File: config.mk
export PLATFORM = sky130hd
export DESIGN_NAME = fftc_top
export DESIGN_NICKNAME = d
export VERILOG_FILES = /design/src/fftc_pkg.sv /design/src/fftc_fill_ctrl.sv /design/src/fftc_top.sv /design/src/fftc_tx_ctrl.sv
export SDC_FILE = /design/constraint.sdc
export NUM_CORES = 1
export LEC_CHECK = 0
export ABC_AREA = 1
export CORE_MARGIN = 2
export CORE_UTILIZATION = 62
export CTS_CLUSTER_DIAMETER = 50
export CTS_CLUSTER_SIZE = 40
export DETAILED_ROUTE_END_ITERATION = 16
export DONT_BUFFER_PORTS = 1
export PLACE_DENSITY = 0.78
export SLEW_MARGIN = 20
export SYNTH_ARGS = -nofsm -noshare
export SYNTH_HDL_FRONTEND = slang
export SYNTH_SLANG_ARGS = --single-unit
export TNS_END_PERCENT = 50
File: constraint.sdc
create_clock -name aclk -period 1.4 [get_ports aclk]
set_input_delay 0.28 -clock aclk [delete_from_list [all_inputs] [get_ports aclk]]
set_output_delay 0.28 -clock aclk [all_outputs]
set_load 0.02 [all_outputs]
File: src/fftc_pkg.sv
// constants and types shared by the fill and transmit-done control block
package fftc_pkg;

    // register indices; byte address is four times the index
    localparam logic [7:0] FFTC_CFG_IDX    = 8'h0E;
    localparam logic [7:0] FFTC_STATUS_IDX = 8'h10;
    localparam logic [7:0] FFTC_MASK_IDX   = 8'h11;

    // reset values
    localparam logic [7:0] FFTC_CFG_RESET  = 8'h01;

    // field positions of fill_tx_pll_signal_irq_cfg
    localparam int FFTC_BIT_FILL_METHOD  = 7;
    localparam int FFTC_BIT_FILL_CTRL    = 6;
    localparam int FFTC_BIT_TX_DONE      = 5;
    localparam int FFTC_BIT_TX_START_SEL = 4;
    localparam int FFTC_BIT_RSVD_EN      = 3;
    localparam int FFTC_BIT_SIGNAL_FLAG  = 2;
    localparam int FFTC_BIT_LOCK_STAT    = 1;
    localparam int FFTC_BIT_LOCK_EN      = 0;

    // interrupt status and mask layout
    localparam int FFTC_EV_W          = 4;
    localparam int FFTC_EV_TX_DONE    = 0;
    localparam int FFTC_EV_FILL_DONE  = 1;
    localparam int FFTC_EV_SIGNAL     = 2;
    localparam int FFTC_EV_QUEUE_EMPT = 3;

    // data mode code of buffer mode
    localparam logic [1:0] FFTC_MODE_BUFFER = 2'h1;

    // AXI response codes
    localparam logic [1:0] FFTC_RESP_OKAY   = 2'h0;
    localparam logic [1:0] FFTC_RESP_SLVERR = 2'h2;

    // fill sequencer states
    typedef enum logic [1:0] {
        FILL_IDLE      = 2'b00,
        FILL_WAIT_SYNC = 2'b01,
        FILL_ACTIVE    = 2'b10
    } fftc_fill_state_t;

    // byte address of a register index
    function automatic logic [7:0] fftc_byte_addr(input logic [7:0] idx);
        return {idx[5:0], 2'h0};
    endfunction : fftc_byte_addr

endpackage : fftc_pkg

File: src/fftc_fill_ctrl.sv
// receive queue fill sequencer, automatic or manual start
`timescale 1ns/1ps
`default_nettype none
module fftc_fill_ctrl (
    input  wire logic aclk,
    input  wire logic aresetn,
    input  wire logic buffer_mode,
    input  wire logic fill_method_select,
    input  wire logic manual_start,
    input  wire logic manual_stop,
    input  wire logic sync_detected,
    input  wire logic fill_stop,
    output var  logic filling,
    output var  logic fill_done
);
    import fftc_pkg::*;

    fftc_fill_state_t state_reg;
    fftc_fill_state_t state_next;

    // next state of the fill sequencer
    always_comb begin
        state_next = state_reg;
        case (state_reg)
            FILL_IDLE: begin
                if (buffer_mode && !fill_method_select && sync_detected) begin
                    state_next = FILL_ACTIVE;
                end else if (buffer_mode && fill_method_select &&
                             manual_start) begin
                    state_next = FILL_WAIT_SYNC;
                end
            end
            FILL_WAIT_SYNC: begin
                if (!buffer_mode || manual_stop) begin
                    state_next = FILL_IDLE;
                end else if (sync_detected) begin
                    state_next = FILL_ACTIVE;
                end
            end
            FILL_ACTIVE: begin
                if (!buffer_mode || fill_stop ||
                    (fill_method_select && manual_stop)) begin
                    state_next = FILL_IDLE;
                end else if (fill_method_select && manual_start) begin
                    state_next = FILL_WAIT_SYNC;
                end
            end
            default: state_next = FILL_IDLE;
        endcase
    end

    // state and outputs
    always_ff @(posedge aclk) begin
        if (!aresetn) begin
            state_reg <= FILL_IDLE;
            filling   <= 1'b0;
            fill_done <= 1'b0;
        end else begin
            state_reg <= state_next;
            filling   <= (state_next == FILL_ACTIVE);
            fill_done <= (state_reg == FILL_ACTIVE) &&
                         (state_next == FILL_IDLE);
        end
    end

    // no automatic start in manual mode
    AST_FILL_MANUAL_NO_AUTO: assert property (@(posedge aclk)
        disable iff (!aresetn)
        (state_reg == FILL_IDLE && fill_method_select && !manual_start)
        |=> !filling) else $error("manual mode started fill on its own");

endmodule : fftc_fill_ctrl
`default_nettype wire

File: src/fftc_top.sv
// fill and transmit-done control register block with AXI4-Lite slave
//
// The implementer's own choice: the AXI4-Lite interface to the registers.
`timescale 1ns/1ps
`default_nettype none
module fftc_top #(
    parameter int ADDR_W = 8
) (
    input  wire logic              aclk,
    input  wire logic              aresetn,
    // AXI4-Lite slave
    input  wire logic [ADDR_W-1:0] s_axi_awaddr,
    input  wire logic              s_axi_awvalid,
    output var  logic              s_axi_awready,
    input  wire logic [31:0]       s_axi_wdata,
    input  wire logic [3:0]        s_axi_wstrb,
    input  wire logic              s_axi_wvalid,
    output var  logic              s_axi_wready,
    output var  logic [1:0]        s_axi_bresp,
    output var  logic              s_axi_bvalid,
    input  wire logic              s_axi_bready,
    input  wire logic [ADDR_W-1:0] s_axi_araddr,
    input  wire logic              s_axi_arvalid,
    output var  logic              s_axi_arready,
    output var  logic [31:0]       s_axi_rdata,
    output var  logic [1:0]        s_axi_rresp,
    output var  logic              s_axi_rvalid,
    input  wire logic              s_axi_rready,
    // device side
    input  wire logic [1:0]        data_mode,
    input  wire logic              sync_detected,
    input  wire logic              fill_stop,
    input  wire logic              tx_enable,
    input  wire logic              queue_empty,
    input  wire logic              queue_full,
    input  wire logic              tx_last_bit_out,
    input  wire logic              signal_above,
    input  wire logic              synth_locked,
    output var  logic              fill_enable,
    output var  logic              tx_start,
    output var  logic              interrupt_line_zero,
    output var  logic              irq
);
    import fftc_pkg::*;

    // the address must reach the highest register
    if (ADDR_W < 8 || ADDR_W > 32) begin : g_addr_check
        $error("ADDR_W must lie between 8 and 32");
    end

    // write channel state
    logic              aw_got_reg;
    logic              w_got_reg;
    logic [ADDR_W-1:0] aw_addr_reg;
    logic [31:0]       w_data_reg;
    logic [3:0]        w_strb_reg;
    logic              wr_fire;

    // register fields
    logic                 fill_method_select_reg;
    logic                 interrupt_line_zero_tx_start_sel_reg;
    logic                 rsvd_en_reg;
    logic                 synth_lock_enable_reg;
    logic                 signal_strength_irq_flag_reg;
    logic [FFTC_EV_W-1:0] status_reg;
    logic [FFTC_EV_W-1:0] mask_reg;
    logic [FFTC_EV_W-1:0] status_next;
    logic [FFTC_EV_W-1:0] events;

    // decoded writes
    logic       wr_cfg;
    logic       wr_status;
    logic       wr_mask;
    logic       wr_ok;
    logic       manual_start;
    logic       manual_stop;
    logic       buffer_mode;
    logic       filling;
    logic       fill_done;
    logic       transmit_complete;
    logic       tx_done_d_reg;
    logic       line_zero_d_reg;
    logic [7:0] cfg_read;

    assign buffer_mode = (data_mode == FFTC_MODE_BUFFER);

    // true when the byte address selects the given index
    function automatic logic hits(input logic [ADDR_W-1:0] a,
                                  input logic [7:0]        idx);
        return a == ADDR_W'(fftc_byte_addr(idx));
    endfunction : hits

    // write address and data taken in either order
    always_ff @(posedge aclk) begin
        if (!aresetn) begin
            aw_got_reg    <= 1'b0;
            w_got_reg     <= 1'b0;
            aw_addr_reg   <= '0;
            w_data_reg    <= 32'h0000_0000;
            w_strb_reg    <= 4'h0;
            s_axi_awready <= 1'b1;
            s_axi_wready  <= 1'b1;
        end else begin
            if (s_axi_awvalid && s_axi_awready) begin
                aw_got_reg    <= 1'b1;
                aw_addr_reg   <= s_axi_awaddr;
                s_axi_awready <= 1'b0;
            end
            if (s_axi_wvalid && s_axi_wready) begin
                w_got_reg    <= 1'b1;
                w_data_reg   <= s_axi_wdata;
                w_strb_reg   <= s_axi_wstrb;
                s_axi_wready <= 1'b0;
            end
            if (wr_fire) begin
                aw_got_reg <= 1'b0;
                w_got_reg  <= 1'b0;
            end
            if (s_axi_bvalid && s_axi_bready) begin
                s_axi_awready <= 1'b1;
                s_axi_wready  <= 1'b1;
            end
        end
    end

    // write decode, in the same cycle as both halves are held
    assign wr_fire   = aw_got_reg && w_got_reg && !s_axi_bvalid;
    assign wr_cfg    = wr_fire && hits(aw_addr_reg, FFTC_CFG_IDX);
    assign wr_status = wr_fire && hits(aw_addr_reg, FFTC_STATUS_IDX);
    assign wr_mask   = wr_fire && hits(aw_addr_reg, FFTC_MASK_IDX);
    assign wr_ok     = w_strb_reg[0];

    // write response
    always_ff @(posedge aclk) begin
        if (!aresetn) begin
            s_axi_bvalid <= 1'b0;
            s_axi_bresp  <= FFTC_RESP_OKAY;
        end else if (wr_fire) begin
            s_axi_bvalid <= 1'b1;
            s_axi_bresp  <= (wr_cfg || wr_status || wr_mask) ?
                            FFTC_RESP_OKAY : FFTC_RESP_SLVERR;
        end else if (s_axi_bready) begin
            s_axi_bvalid <= 1'b0;
        end
    end

    assign manual_start = wr_cfg && wr_ok && fill_method_select_reg &&
                          w_data_reg[FFTC_BIT_FILL_CTRL];
    assign manual_stop  = wr_cfg && wr_ok && fill_method_select_reg &&
                          !w_data_reg[FFTC_BIT_FILL_CTRL];

    always_ff @(posedge aclk) begin
        if (!aresetn) begin
            fill_method_select_reg <= FFTC_CFG_RESET[FFTC_BIT_FILL_METHOD];
            interrupt_line_zero_tx_start_sel_reg  <= FFTC_CFG_RESET[FFTC_BIT_TX_START_SEL];
            rsvd_en_reg            <= FFTC_CFG_RESET[FFTC_BIT_RSVD_EN];
            synth_lock_enable_reg  <= FFTC_CFG_RESET[FFTC_BIT_LOCK_EN];
        end else if (wr_cfg && wr_ok) begin
            fill_method_select_reg <= w_data_reg[FFTC_BIT_FILL_METHOD];
            interrupt_line_zero_tx_start_sel_reg  <= w_data_reg[FFTC_BIT_TX_START_SEL];
            rsvd_en_reg            <= w_data_reg[FFTC_BIT_RSVD_EN];
            synth_lock_enable_reg  <= w_data_reg[FFTC_BIT_LOCK_EN];
        end
    end

    // signal flag: set wins over write-one clear
    always_ff @(posedge aclk) begin
        if (!aresetn) begin
            signal_strength_irq_flag_reg <=
                FFTC_CFG_RESET[FFTC_BIT_SIGNAL_FLAG];
        end else if (rsvd_en_reg && signal_above) begin
            signal_strength_irq_flag_reg <= 1'b1;
        end else if (wr_cfg && wr_ok && w_data_reg[FFTC_BIT_SIGNAL_FLAG]) begin
            signal_strength_irq_flag_reg <= 1'b0;
        end
    end

    // fill status reads only in automatic mode
    // bits 5 and 1 are read only
    always_comb begin
        cfg_read                        = 8'h00;
        cfg_read[FFTC_BIT_FILL_METHOD]  = fill_method_select_reg;
        cfg_read[FFTC_BIT_FILL_CTRL]    = filling && !fill_method_select_reg;
        cfg_read[FFTC_BIT_TX_DONE]      = transmit_complete;
        cfg_read[FFTC_BIT_TX_START_SEL] = interrupt_line_zero_tx_start_sel_reg;
        cfg_read[FFTC_BIT_RSVD_EN]      = rsvd_en_reg;
        cfg_read[FFTC_BIT_SIGNAL_FLAG]  = signal_strength_irq_flag_reg;
        cfg_read[FFTC_BIT_LOCK_STAT]    = synth_lock_enable_reg && synth_locked;
        cfg_read[FFTC_BIT_LOCK_EN]      = synth_lock_enable_reg;
    end

    // read channel, one read at a time
    always_ff @(posedge aclk) begin
        if (!aresetn) begin
            s_axi_arready <= 1'b1;
            s_axi_rvalid  <= 1'b0;
            s_axi_rdata   <= 32'h0000_0000;
            s_axi_rresp   <= FFTC_RESP_OKAY;
        end else if (s_axi_arvalid && s_axi_arready) begin
            s_axi_arready <= 1'b0;
            s_axi_rvalid  <= 1'b1;
            s_axi_rresp   <= FFTC_RESP_OKAY;
            if (hits(s_axi_araddr, FFTC_CFG_IDX)) begin
                s_axi_rdata <= {24'h00_0000, cfg_read};
            end else if (hits(s_axi_araddr, FFTC_STATUS_IDX)) begin
                s_axi_rdata <= {28'h000_0000, status_reg};
            end else if (hits(s_axi_araddr, FFTC_MASK_IDX)) begin
                s_axi_rdata <= {28'h000_0000, mask_reg};
            end else begin
                s_axi_rdata <= 32'h0000_0000;
                s_axi_rresp <= FFTC_RESP_SLVERR;
            end
        end else if (s_axi_rvalid && s_axi_rready) begin
            s_axi_rvalid  <= 1'b0;
            s_axi_arready <= 1'b1;
        end
    end

    // fill sequencer
    fftc_fill_ctrl u_fill (
        .aclk               (aclk),
        .aresetn            (aresetn),
        .buffer_mode        (buffer_mode),
        .fill_method_select (fill_method_select_reg),
        .manual_start       (manual_start),
        .manual_stop        (manual_stop),
        .sync_detected      (sync_detected),
        .fill_stop          (fill_stop),
        .filling            (filling),
        .fill_done          (fill_done)
    );

    assign fill_enable = filling;

    // transmit start and completion
    fftc_tx_ctrl u_tx (
        .aclk                       (aclk),
        .aresetn                    (aresetn),
        .buffer_mode                (buffer_mode),
        .tx_enable                  (tx_enable),
        .interrupt_line_zero_transmit_start_select (interrupt_line_zero_tx_start_sel_reg),
        .queue_empty                (queue_empty),
        .queue_full                 (queue_full),
        .tx_last_bit_out            (tx_last_bit_out),
        .tx_start                   (tx_start),
        .transmit_complete          (transmit_complete),
        .interrupt_line_zero        (interrupt_line_zero)
    );

    // edge history for event detection
    always_ff @(posedge aclk) begin
        if (!aresetn) begin
            tx_done_d_reg   <= 1'b0;
            line_zero_d_reg <= 1'b0;
        end else begin
            tx_done_d_reg   <= transmit_complete;
            line_zero_d_reg <= interrupt_line_zero;
        end
    end

    always_comb begin
        events                     = '0;
        events[FFTC_EV_TX_DONE]    = transmit_complete && !tx_done_d_reg;
        events[FFTC_EV_FILL_DONE]  = fill_done;
        events[FFTC_EV_SIGNAL]     = rsvd_en_reg && signal_above &&
                                     !signal_strength_irq_flag_reg;
        events[FFTC_EV_QUEUE_EMPT] = interrupt_line_zero && !line_zero_d_reg;
    end

    // sticky status: a new event wins over write-one clear
    always_comb begin
        status_next = status_reg;
        if (wr_status && wr_ok) begin
            status_next = status_reg & ~w_data_reg[FFTC_EV_W-1:0];
        end
        status_next = status_next | events;
    end

    // status, mask and interrupt output
    always_ff @(posedge aclk) begin
        if (!aresetn) begin
            status_reg <= '0;
            mask_reg   <= '0;
            irq        <= 1'b0;
        end else begin
            status_reg <= status_next;
            if (wr_mask && wr_ok) begin
                mask_reg <= w_data_reg[FFTC_EV_W-1:0];
            end
            irq <= |(status_reg & mask_reg);
        end
    end

    // assertions on the block's own behaviour
    AST_CFG_RESET: assert property (@(posedge aclk)
        $rose(aresetn) |-> cfg_read[FFTC_BIT_LOCK_EN] &&
        !cfg_read[FFTC_BIT_FILL_METHOD] && !cfg_read[FFTC_BIT_RSVD_EN])
        else $error("configuration not at power-on value");

    AST_NOT_BUFFER_NO_FILL: assert property (@(posedge aclk)
        disable iff (!aresetn)
        !buffer_mode ##1 !buffer_mode |-> !fill_enable)
        else $error("fill active outside buffer mode");

    AST_AUTO_SYNC_FILL: assert property (@(posedge aclk)
        disable iff (!aresetn)
        (buffer_mode && !fill_method_select_reg && !filling && sync_detected)
        |=> fill_enable)
        else $error("sync word did not start automatic fill");

    AST_AUTO_STATUS_READ: assert property (@(posedge aclk)
        disable iff (!aresetn)
        (s_axi_arvalid && s_axi_arready && !fill_method_select_reg &&
         hits(s_axi_araddr, FFTC_CFG_IDX)) |=>
        s_axi_rdata[FFTC_BIT_FILL_CTRL] == $past(fill_enable))
        else $error("fill status bit disagrees with fill state");

    AST_MANUAL_STOP: assert property (@(posedge aclk)
        disable iff (!aresetn)
        manual_stop |=> !fill_enable ##1 !fill_enable)
        else $error("manual stop did not end fill");

    AST_MANUAL_CLEARS: assert property (@(posedge aclk)
        disable iff (!aresetn)
        manual_start && !sync_detected |=> !fill_enable)
        else $error("manual start filled without fresh sync");

    AST_TX_DONE_SETS: assert property (@(posedge aclk)
        disable iff (!aresetn)
        $rose(transmit_complete) |=> status_reg[FFTC_EV_TX_DONE])
        else $error("transmit complete lost its status event");

    AST_IRQ_FOLLOWS: assert property (@(posedge aclk)
        disable iff (!aresetn)
        (status_reg[FFTC_EV_TX_DONE] && mask_reg[FFTC_EV_TX_DONE]) |=> irq)
        else $error("unmasked transmit complete gave no interrupt");

    AST_LINE_ZERO: assert property (@(posedge aclk)
        disable iff (!aresetn)
        buffer_mode && queue_empty |=> interrupt_line_zero)
        else $error("line zero missed queue empty");

    AST_SIGNAL_FLAG: assert property (@(posedge aclk)
        disable iff (!aresetn)
        rsvd_en_reg && signal_above |=> signal_strength_irq_flag_reg)
        else $error("signal flag not set above threshold");

    AST_RO_BITS: assert property (@(posedge aclk)
        disable iff (!aresetn)
        wr_cfg && !tx_enable && !tx_last_bit_out |=>
        $stable(transmit_complete))
        else $error("host write changed a read-only bit");

    AST_BRESP_ONE: assert property (@(posedge aclk)
        disable iff (!aresetn)
        wr_fire |=> s_axi_bvalid && !s_axi_awready && !s_axi_wready)
        else $error("write response not raised after write");

endmodule : fftc_top
`default_nettype wire

File: src/fftc_tx_ctrl.sv
// transmit start condition and transmit complete tracking
`timescale 1ns/1ps
`default_nettype none
module fftc_tx_ctrl (
    input  wire logic aclk,
    input  wire logic aresetn,
    input  wire logic buffer_mode,
    input  wire logic tx_enable,
    input  wire logic interrupt_line_zero_transmit_start_select,
    input  wire logic queue_empty,
    input  wire logic queue_full,
    input  wire logic tx_last_bit_out,
    output var  logic tx_start,
    output var  logic transmit_complete,
    output var  logic interrupt_line_zero
);
    import fftc_pkg::*;

    logic busy_reg;
    logic start_cond;

    // start when not empty or when full
    assign start_cond = buffer_mode && tx_enable && !busy_reg && !tx_start &&
        (interrupt_line_zero_transmit_start_select ? !queue_empty : queue_full);

    // transmit bookkeeping
    always_ff @(posedge aclk) begin
        if (!aresetn) begin
            busy_reg          <= 1'b0;
            tx_start          <= 1'b0;
            transmit_complete <= 1'b0;
        end else begin
            tx_start <= start_cond;
            if (start_cond) begin
                busy_reg          <= 1'b1;
                transmit_complete <= 1'b0;
            end else if (busy_reg && tx_last_bit_out) begin
                busy_reg          <= 1'b0;
                transmit_complete <= 1'b1;
            end
        end
    end

    always_ff @(posedge aclk) begin
        if (!aresetn) begin
            interrupt_line_zero <= 1'b0;
        end else begin
            interrupt_line_zero <= buffer_mode && queue_empty;
        end
    end

    AST_TX_START_COND: assert property (@(posedge aclk)
        disable iff (!aresetn)
        $rose(tx_start) |-> $past(buffer_mode) &&
        ($past(interrupt_line_zero_transmit_start_select) ? !$past(queue_empty)
                                            : $past(queue_full)))
        else $error("transmit started without its queue condition");

endmodule : fftc_tx_ctrl
`default_nettype wire

==> After elaboration in Yosys (flattened, before gate mapping) <==
Index checks and enable logic that the tools add are counted.
{ "classes": {"n_eq_ne": 10, "bitwise": 5, "reduce_logical": 61, "muxes": 26} }
{ "ops": {"columns": ["cell", "count"], "rows": [
  ["$logic_and 1x1->1", 36],
  ["$eq 8x7->1 const B", 4],
  ["$mux 2", 10],
  ["$eq 8x6->1 const B", 2],
  ["$mux 4", 3],
  ["$mux 1", 11],
  ["$logic_not 1->1", 10],
  ["$and 4x4->4", 2],
  ["$mux 8", 1],
  ["$reduce_bool 2->1", 4],
  ["$pmux 2 s3", 1],
  ["$reduce_or 2->1", 3],
  ["$logic_or 1x1->1", 5],
  ["$eq 2x1->1 const B", 2],
  ["$eq 2x2->1 const B", 2],
  ["$logic_not 2->1", 2],
  ["$not 4->4", 1],
  ["$or 4x4->4", 1],
  ["$reduce_or 4->1", 1],
  ["$not 1->1", 1]
]} }
{ "word_totals": {"ff_bits": 84, "input_bits": 69, "elab_cells": 132, "out_inout_bits": 45} }

==> Depth between registers and ports, before layout <==
{ "logic_depth": {"depth_word": 12, "ltp_mapped": 9, "ltp_nobuf": 9} }

==> Modules after synthesis <==
Synthesis repeated with hierarchy kept, for this count alone.
{ "unflattened": {"hier_cells": 372, "area_unflattened_um2": 2656.3} }
{ "by_module_without_submodules": {"columns": ["mod", "seq_area_each_um2", "cells_each", "instances", "area_per_inst_um2"], "rows": [
  ["fftc_top", 980.9, 311, 1, 2248.4],
  ["fftc_fill_ctrl", 80.1, 35, 1, 225.2],
  ["fftc_tx_ctrl", 80.1, 26, 1, 182.7]
]} }

==> Worst setup path before layout <==
OpenSTA, ideal clock, no wires.
{ "synth_timing": {"path_kind": "register to register", "startpoint": "register s_axi_bvalid", "endpoint": "register mask_reg[0]", "path_slack_ns": 0.164, "stages_incl_launch_ff": 7, "n_path_buf": 0, "setup_ns": 0.123, "t_required_ns": 1.277, "arrival_time_ns": 1.113, "synth_period_minus_slack_ns": 1.236, "cell_sequence": "dfxtp_1 inv_1 nand3_1 nor2_1 nand3_1 o21ai_0 a21oi_1"} }
{ "synth_between": {"elab_chain_len": 4} }
{ "synth_lines": {"columns": ["element", "line", "rtl"], "rows": [
  ["from (decl)", "fftc_top.sv:20", "output var logic s_axi_bvalid,"],
  ["from (signal assigned)", "fftc_top.sv:136", "s_axi_bvalid <= 1'b0;"],
  ["from (signal assigned)", "fftc_top.sv:139", "s_axi_bvalid <= 1'b1;"],
  ["from (signal assigned)", "fftc_top.sv:143", "s_axi_bvalid <= 1'b0;"],
  ["$logic_not 1->1", "fftc_top.sv:127", "assign wr_fire = aw_got_reg && w_got_reg && !s_axi_bvalid;"],
  ["$logic_and 1x1->1", "fftc_top.sv:127", null],
  ["$logic_and 1x1->1", "fftc_top.sv:130", "assign wr_mask = wr_fire && hits(aw_addr_reg, FFTC_MASK_IDX);"],
  ["$logic_and 1x1->1", "fftc_top.sv:287", "if (wr_mask && wr_ok) begin"],
  ["to (signal assigned)", "fftc_top.sv:288", "mask_reg <= w_data_reg[FFTC_EV_W-1:0];"],
  ["to (decl)", "fftc_top.sv:66", "logic [FFTC_EV_W-1:0] mask_reg;"]
]} }
Every way passes these cells.
A chain may end at the register's enable or synchronous reset.

==> Worst setup path after layout <==
{ "layout_timing": {"startpoint": "register aw_addr_reg[0]", "endpoint": "register u_fill.fill_done"} }
{ "layout_between": {"elab_chain_len": 11, "word_cells_on_any_way": 19, "classes_between": "1 x eq/ne; 6 x mux; 12 x reduce/logical"} }
{ "layout_lines": {"columns": ["element", "line", "rtl"], "rows": [
  ["from (decl)", "fftc_top.sv:54", "logic [ADDR_W-1:0] aw_addr_reg;"],
  ["from (signal assigned)", "fftc_top.sv:106", "aw_addr_reg <= s_axi_awaddr;"],
  ["$eq 8x6->1 (*)", "fftc_top.sv:90", "return a == ADDR_W'(fftc_byte_addr(idx));"],
  ["$logic_and 1x1->1 (*)", "fftc_top.sv:128", "assign wr_cfg = wr_fire && hits(aw_addr_reg, FFTC_CFG_IDX);"],
  ["$logic_and 1x1->1 (*) (2 in a row)", "fftc_top.sv:147, fftc_top.sv:149", null],
  ["$logic_and 1x1->1, on equally long branches", "fftc_top.sv:147, fftc_top.sv:149", null],
  ["$logic_and 1x1->1, on equally long branches", "fftc_fill_ctrl.sv:44, fftc_fill_ctrl.sv:28, fftc_fill_ctrl.sv:42", null],
  ["$mux 2, or another cell as far along", "fftc_fill_ctrl.sv:44", "end else if (fill_method_select && manual_start) begin"],
  ["$mux 2, on equally long branches", "fftc_fill_ctrl.sv:41, fftc_fill_ctrl.sv:26", null],
  ["$pmux 2 s3 (*)", "fftc_fill_ctrl.sv:24", "case (state_reg)"],
  ["$logic_not 2->1 (*)", "fftc_fill_ctrl.sv:62", "(state_next == FILL_IDLE);"],
  ["$logic_and 1x1->1 (*)", "fftc_fill_ctrl.sv:61", "fill_done <= (state_reg == FILL_ACTIVE) &&"],
  ["to (signal assigned)", "fftc_fill_ctrl.sv:61", null],
  ["to (decl)", "fftc_fill_ctrl.sv:14", "output var logic fill_done"]
]} }
Mark *: on every way between the ends. The rest lies on a longest branch, timed or not.

==> impl_metrics.csv <==
group,metric,value,unit
run_status,outcome,"finished clean",
power_and_ir_drop,vdd_drop_max,0.000754,V
cells_and_area,layout-drive-gt1-share,14.8,%
floorplanning,fp-row-count,23,
route,drt_iter0_markers,135,
yosys,ys_seq_area_share,44.9,%
route,drc,0,
route,wl,4930,um
sta,finalCritPeriodShare,91.5,%
yosys,ys_seq_elements,57,
power_and_ir_drop,power_frac_clock,37.4,%
placed_design,placed_area,2520,sq um
route,num_vias,2127,
worst_setup_path,crit_type,"flop to flop",
hold_path,min_to,"s_axi_arready",
worst_setup_path,crit_path_cell_trace,"nor2_4, nand2_1, nor2_1, nand4_1, a21oi_2, nand2_1, nor2_1",
power_and_ir_drop,seq_power_share,52.5,%
yosys,netlist-cell-type-count,35,
route,first_pass_iters,4,
sta,finalMaxSlewViolations,0,
worst_setup_path,critPathMaxStageDelay,0.35,ns
route,ant_nets,0,
power_and_ir_drop,p_leak,0.00115,uW
sta,fin_worst_skew,0.00355,ns
grt,grt_max_degree,33,
worst_setup_path,r2r_slack,0.12,ns
power_and_ir_drop,power_frac_comb,10.1,%
worst_setup_path,arrival,1.54,ns
cts,insertion_delay,0.32,ns
yosys,syn_inst,343,
cts,holdBufCountCts,0,
sta,finalSetupViolCount,0,
power_and_ir_drop,internal_power,2480,uW
power_and_ir_drop,cellPowerDensity,1240,nW/um^2
hold_path,worstHoldStart,"aresetn",
route,via_per_inst,5.21,
grt,antenna_found_initial,0,
worst_setup_path,crit_slowest_cell,"dfxtp_1",
cts,cts_buffer_depth,2,
power_and_ir_drop,p_switching,926,uW
run,drv_cap,0,
cells_and_area,nNetsFinal,423,
route,wl_per_cell,12.1,um
worst_setup_path,worstReg2RegEnd,"u_fill.fill_done",
cts,clockRootBuffer,"clkbuf_8",
hold_path,hold_depth,1,
cells_and_area,fin_area,2740,sq um
cts,cts_max_level,3,
floorplanning,die_y,68.1,um
sta,finalHoldViolations,0,
floorplanning,chipWidth,68.1,um
placed_design,place.port_buffers,0,
worst_setup_path,r2r-start,"aw_addr_reg[0]",
grt,track_usage,22.3,%
yosys,yosys_warnings,0,
cells_and_area,diodes,0,
cells_and_area,area_delta_synth_final,7.77,%
sta,fin_crit,1.28,ns
power_and_ir_drop,swShare,27.2,%
worst_setup_path,startpoint_type,"flop",
worst_setup_path,r2r_cells,7,
hold_path,min_path_type,"primary input to flop",
floorplanning,boundaryPins,114,
cts,numCtsBuffers,9,
cts,clock-sinks,57,
worst_setup_path,critPathCaptureType,"flop",
yosys,syn_avg_cell_area,7.42,sq um
grt,grt_pass1_wl,7600,um
grt,grt_pass1_vias,1871,
grt,grt_overflow,0,
sta,fmax,780,MHz
cts,clk_pin_slew,0.06,ns
floorplanning,start_util,64.1,%
floorplanning,coreArea,3970,sq um
sta,fin_setup_tns,0,ns
placed_design,gp_congestion,0.783,
worst_setup_path,crit_fanout,3,
floorplanning,die_area,4630,sq um
placed_design,post-dp-hpwl,3590,um
yosys,syn_area,2540,sq um
worst_setup_path,required,1.66,ns
sta,holdWs,0.0320,ns
cts,cts_tree,"yes",
cells_and_area,n_fill_cell,356,
## worst max-delay path by stage
stage	from	endpoint	slack (ns)	depth (start not counted)
6_report	aw_addr_reg[0]	u_fill.fill_done	0.12	7
3_5_place_dp	s_axi_bvalid	mask_reg[3]	0.09	6
5_1_grt	aw_addr_reg[0]	u_fill.fill_done	-0.008	7
3_3_place_gp	aw_addr_reg[0]	mask_reg[3]	0.1	4
4_1_cts	s_axi_bvalid	mask_reg[3]	0.07	6
2_1_floorplan	s_axi_bvalid	mask_reg[0]	0.16	6
## power by group through the flow
stage / clock (uW) / sequential (uW) / combinational (uW)
2_1_floorplan: 0 / 1810 / 322
3_3_place_gp: 0 / 1810 / 324
3_5_place_dp: 0 / 1810 / 333
4_1_cts: 1290 / 1780 / 334
5_1_grt: 1370 / 1790 / 397
6_report: 1270 / 1780 / 344
## logic make-up after synthesis
kind of cell	after synthesis	share of synthesized area, %
AOI/OAI and AO/OA	76	15.9
DFF	57	44.9
other	1	0.147
buffers and inverters	71	14.3
and+or+nand+nor	138	24.8
## placed cells by master, fill, tap and decap left out, types with 5 or more instances in the layout
cell type | synthesis | final
a21oi_1 | 32 | 32
buf_4 | 26 | 8
clkbuf_8 | 0 | 10
conb_1 | 1 | 26
dfxtp_1 | 57 | 51
dfxtp_2 | 0 | 5
inv_1 | 33 | 33
nand2_1 | 54 | 54
nand3_1 | 11 | 8
nor2_1 | 47 | 46
nor3_1 | 5 | 5
o21ai_0 | 33 | 32
## critical path: cells and delay by family (launching register included)
family           cells  cell delay, ns
AO/OA/AOI/OAI        1            0.23
flip-flops           1            0.35
AND/OR/NAND/NOR      6            0.63
## final cells by class
| type | count | area (sq um) | area share (%) |
|---|---|---|---|
| repair buffers | 8 | 60.1 | 2.19 |
| clock buffers | 11 | 141 | 5.16 |
| inverters | 38 | 146 | 5.34 |
| well taps | 50 | 62.6 | 2.28 |
| multi-input cells | 240 | 1160 | 42.3 |
| flip-flops and latches | 57 | 1150 | 42.0 |
| clock inverters | 4 | 20.0 | 0.730 |
## routing by layer
| metal | track usage [%] | share of wire [%] | wire, um | vias to the layer above |
|---|---|---|---|---|
| met5 | 0 | 0 | 0 | - |
| met4 | 8.25 | 0.89 | 44 | 0 |
| met3 | 7.40 | 5.3 | 259 | 5 |
| met2 | 38.8 | 51 | 2490 | 54 |
| met1 | 25.4 | 43 | 2130 | 987 |
| li1 | - | - | - | 1081 |
## stage by stage
stage	setup slack, ns	util, %	power, uW	instances
finish	0.119	69.0	3400	408
global route	-0.00807	69.0	3560	408
CTS	0.0722	67.6	3400	406
detailed placement	0.0872	63.5	2150	391
global placement	0.0952	63.5	2130	391
floorplan	0.164	-	2130	368
## Yosys cell counts
cell | count | area share, %
dfxtp_1 | 57 | 45
nand2_1 | 54 | 8.0
nor2_1 | 47 | 6.9
inv_1 | 33 | 4.9
o21ai_0 | 33 | 6.5
a21oi_1 | 32 | 6.3
buf_4 | 26 | 7.7
nand3_1 | 11 | 2.2
clkbuf_1 | 7 | 1.0
nor2_2 | 5 | 1.2
nor3_1 | 5 | 0.98
inv_2 | 3 | 0.44
a21oi_2 | 2 | 0.69
clkinv_1 | 2 | 0.30
nand2_2 | 2 | 0.49
nand4_1 | 2 | 0.49
o21ai_1 | 2 | 0.39
o22ai_1 | 2 | 0.49
or2_2 | 2 | 0.49
a211oi_1 | 1 | 0.30
a21boi_0 | 1 | 0.30
a22oi_1 | 1 | 0.30
a41oi_1 | 1 | 0.34
and3_1 | 1 | 0.25
conb_1 | 1 | 0.15
nand3_2 | 1 | 0.39
nand3b_1 | 1 | 0.30
nand4_2 | 1 | 0.49
nor2_4 | 1 | 0.44
nor3_4 | 1 | 0.64
nor3b_1 | 1 | 0.30
nor3b_2 | 1 | 0.49
nor4_2 | 1 | 0.49
o211ai_1 | 1 | 0.30
or3_1 | 1 | 0.25
## repair_timing
item	in CTS	in global routing
resized for setup	0	15
endpoints found under the hold margin	0	0
setup buffers	0	2
setup endpoints to repair	0	13
Note: power is estimated with default switching activity, not from simulation.
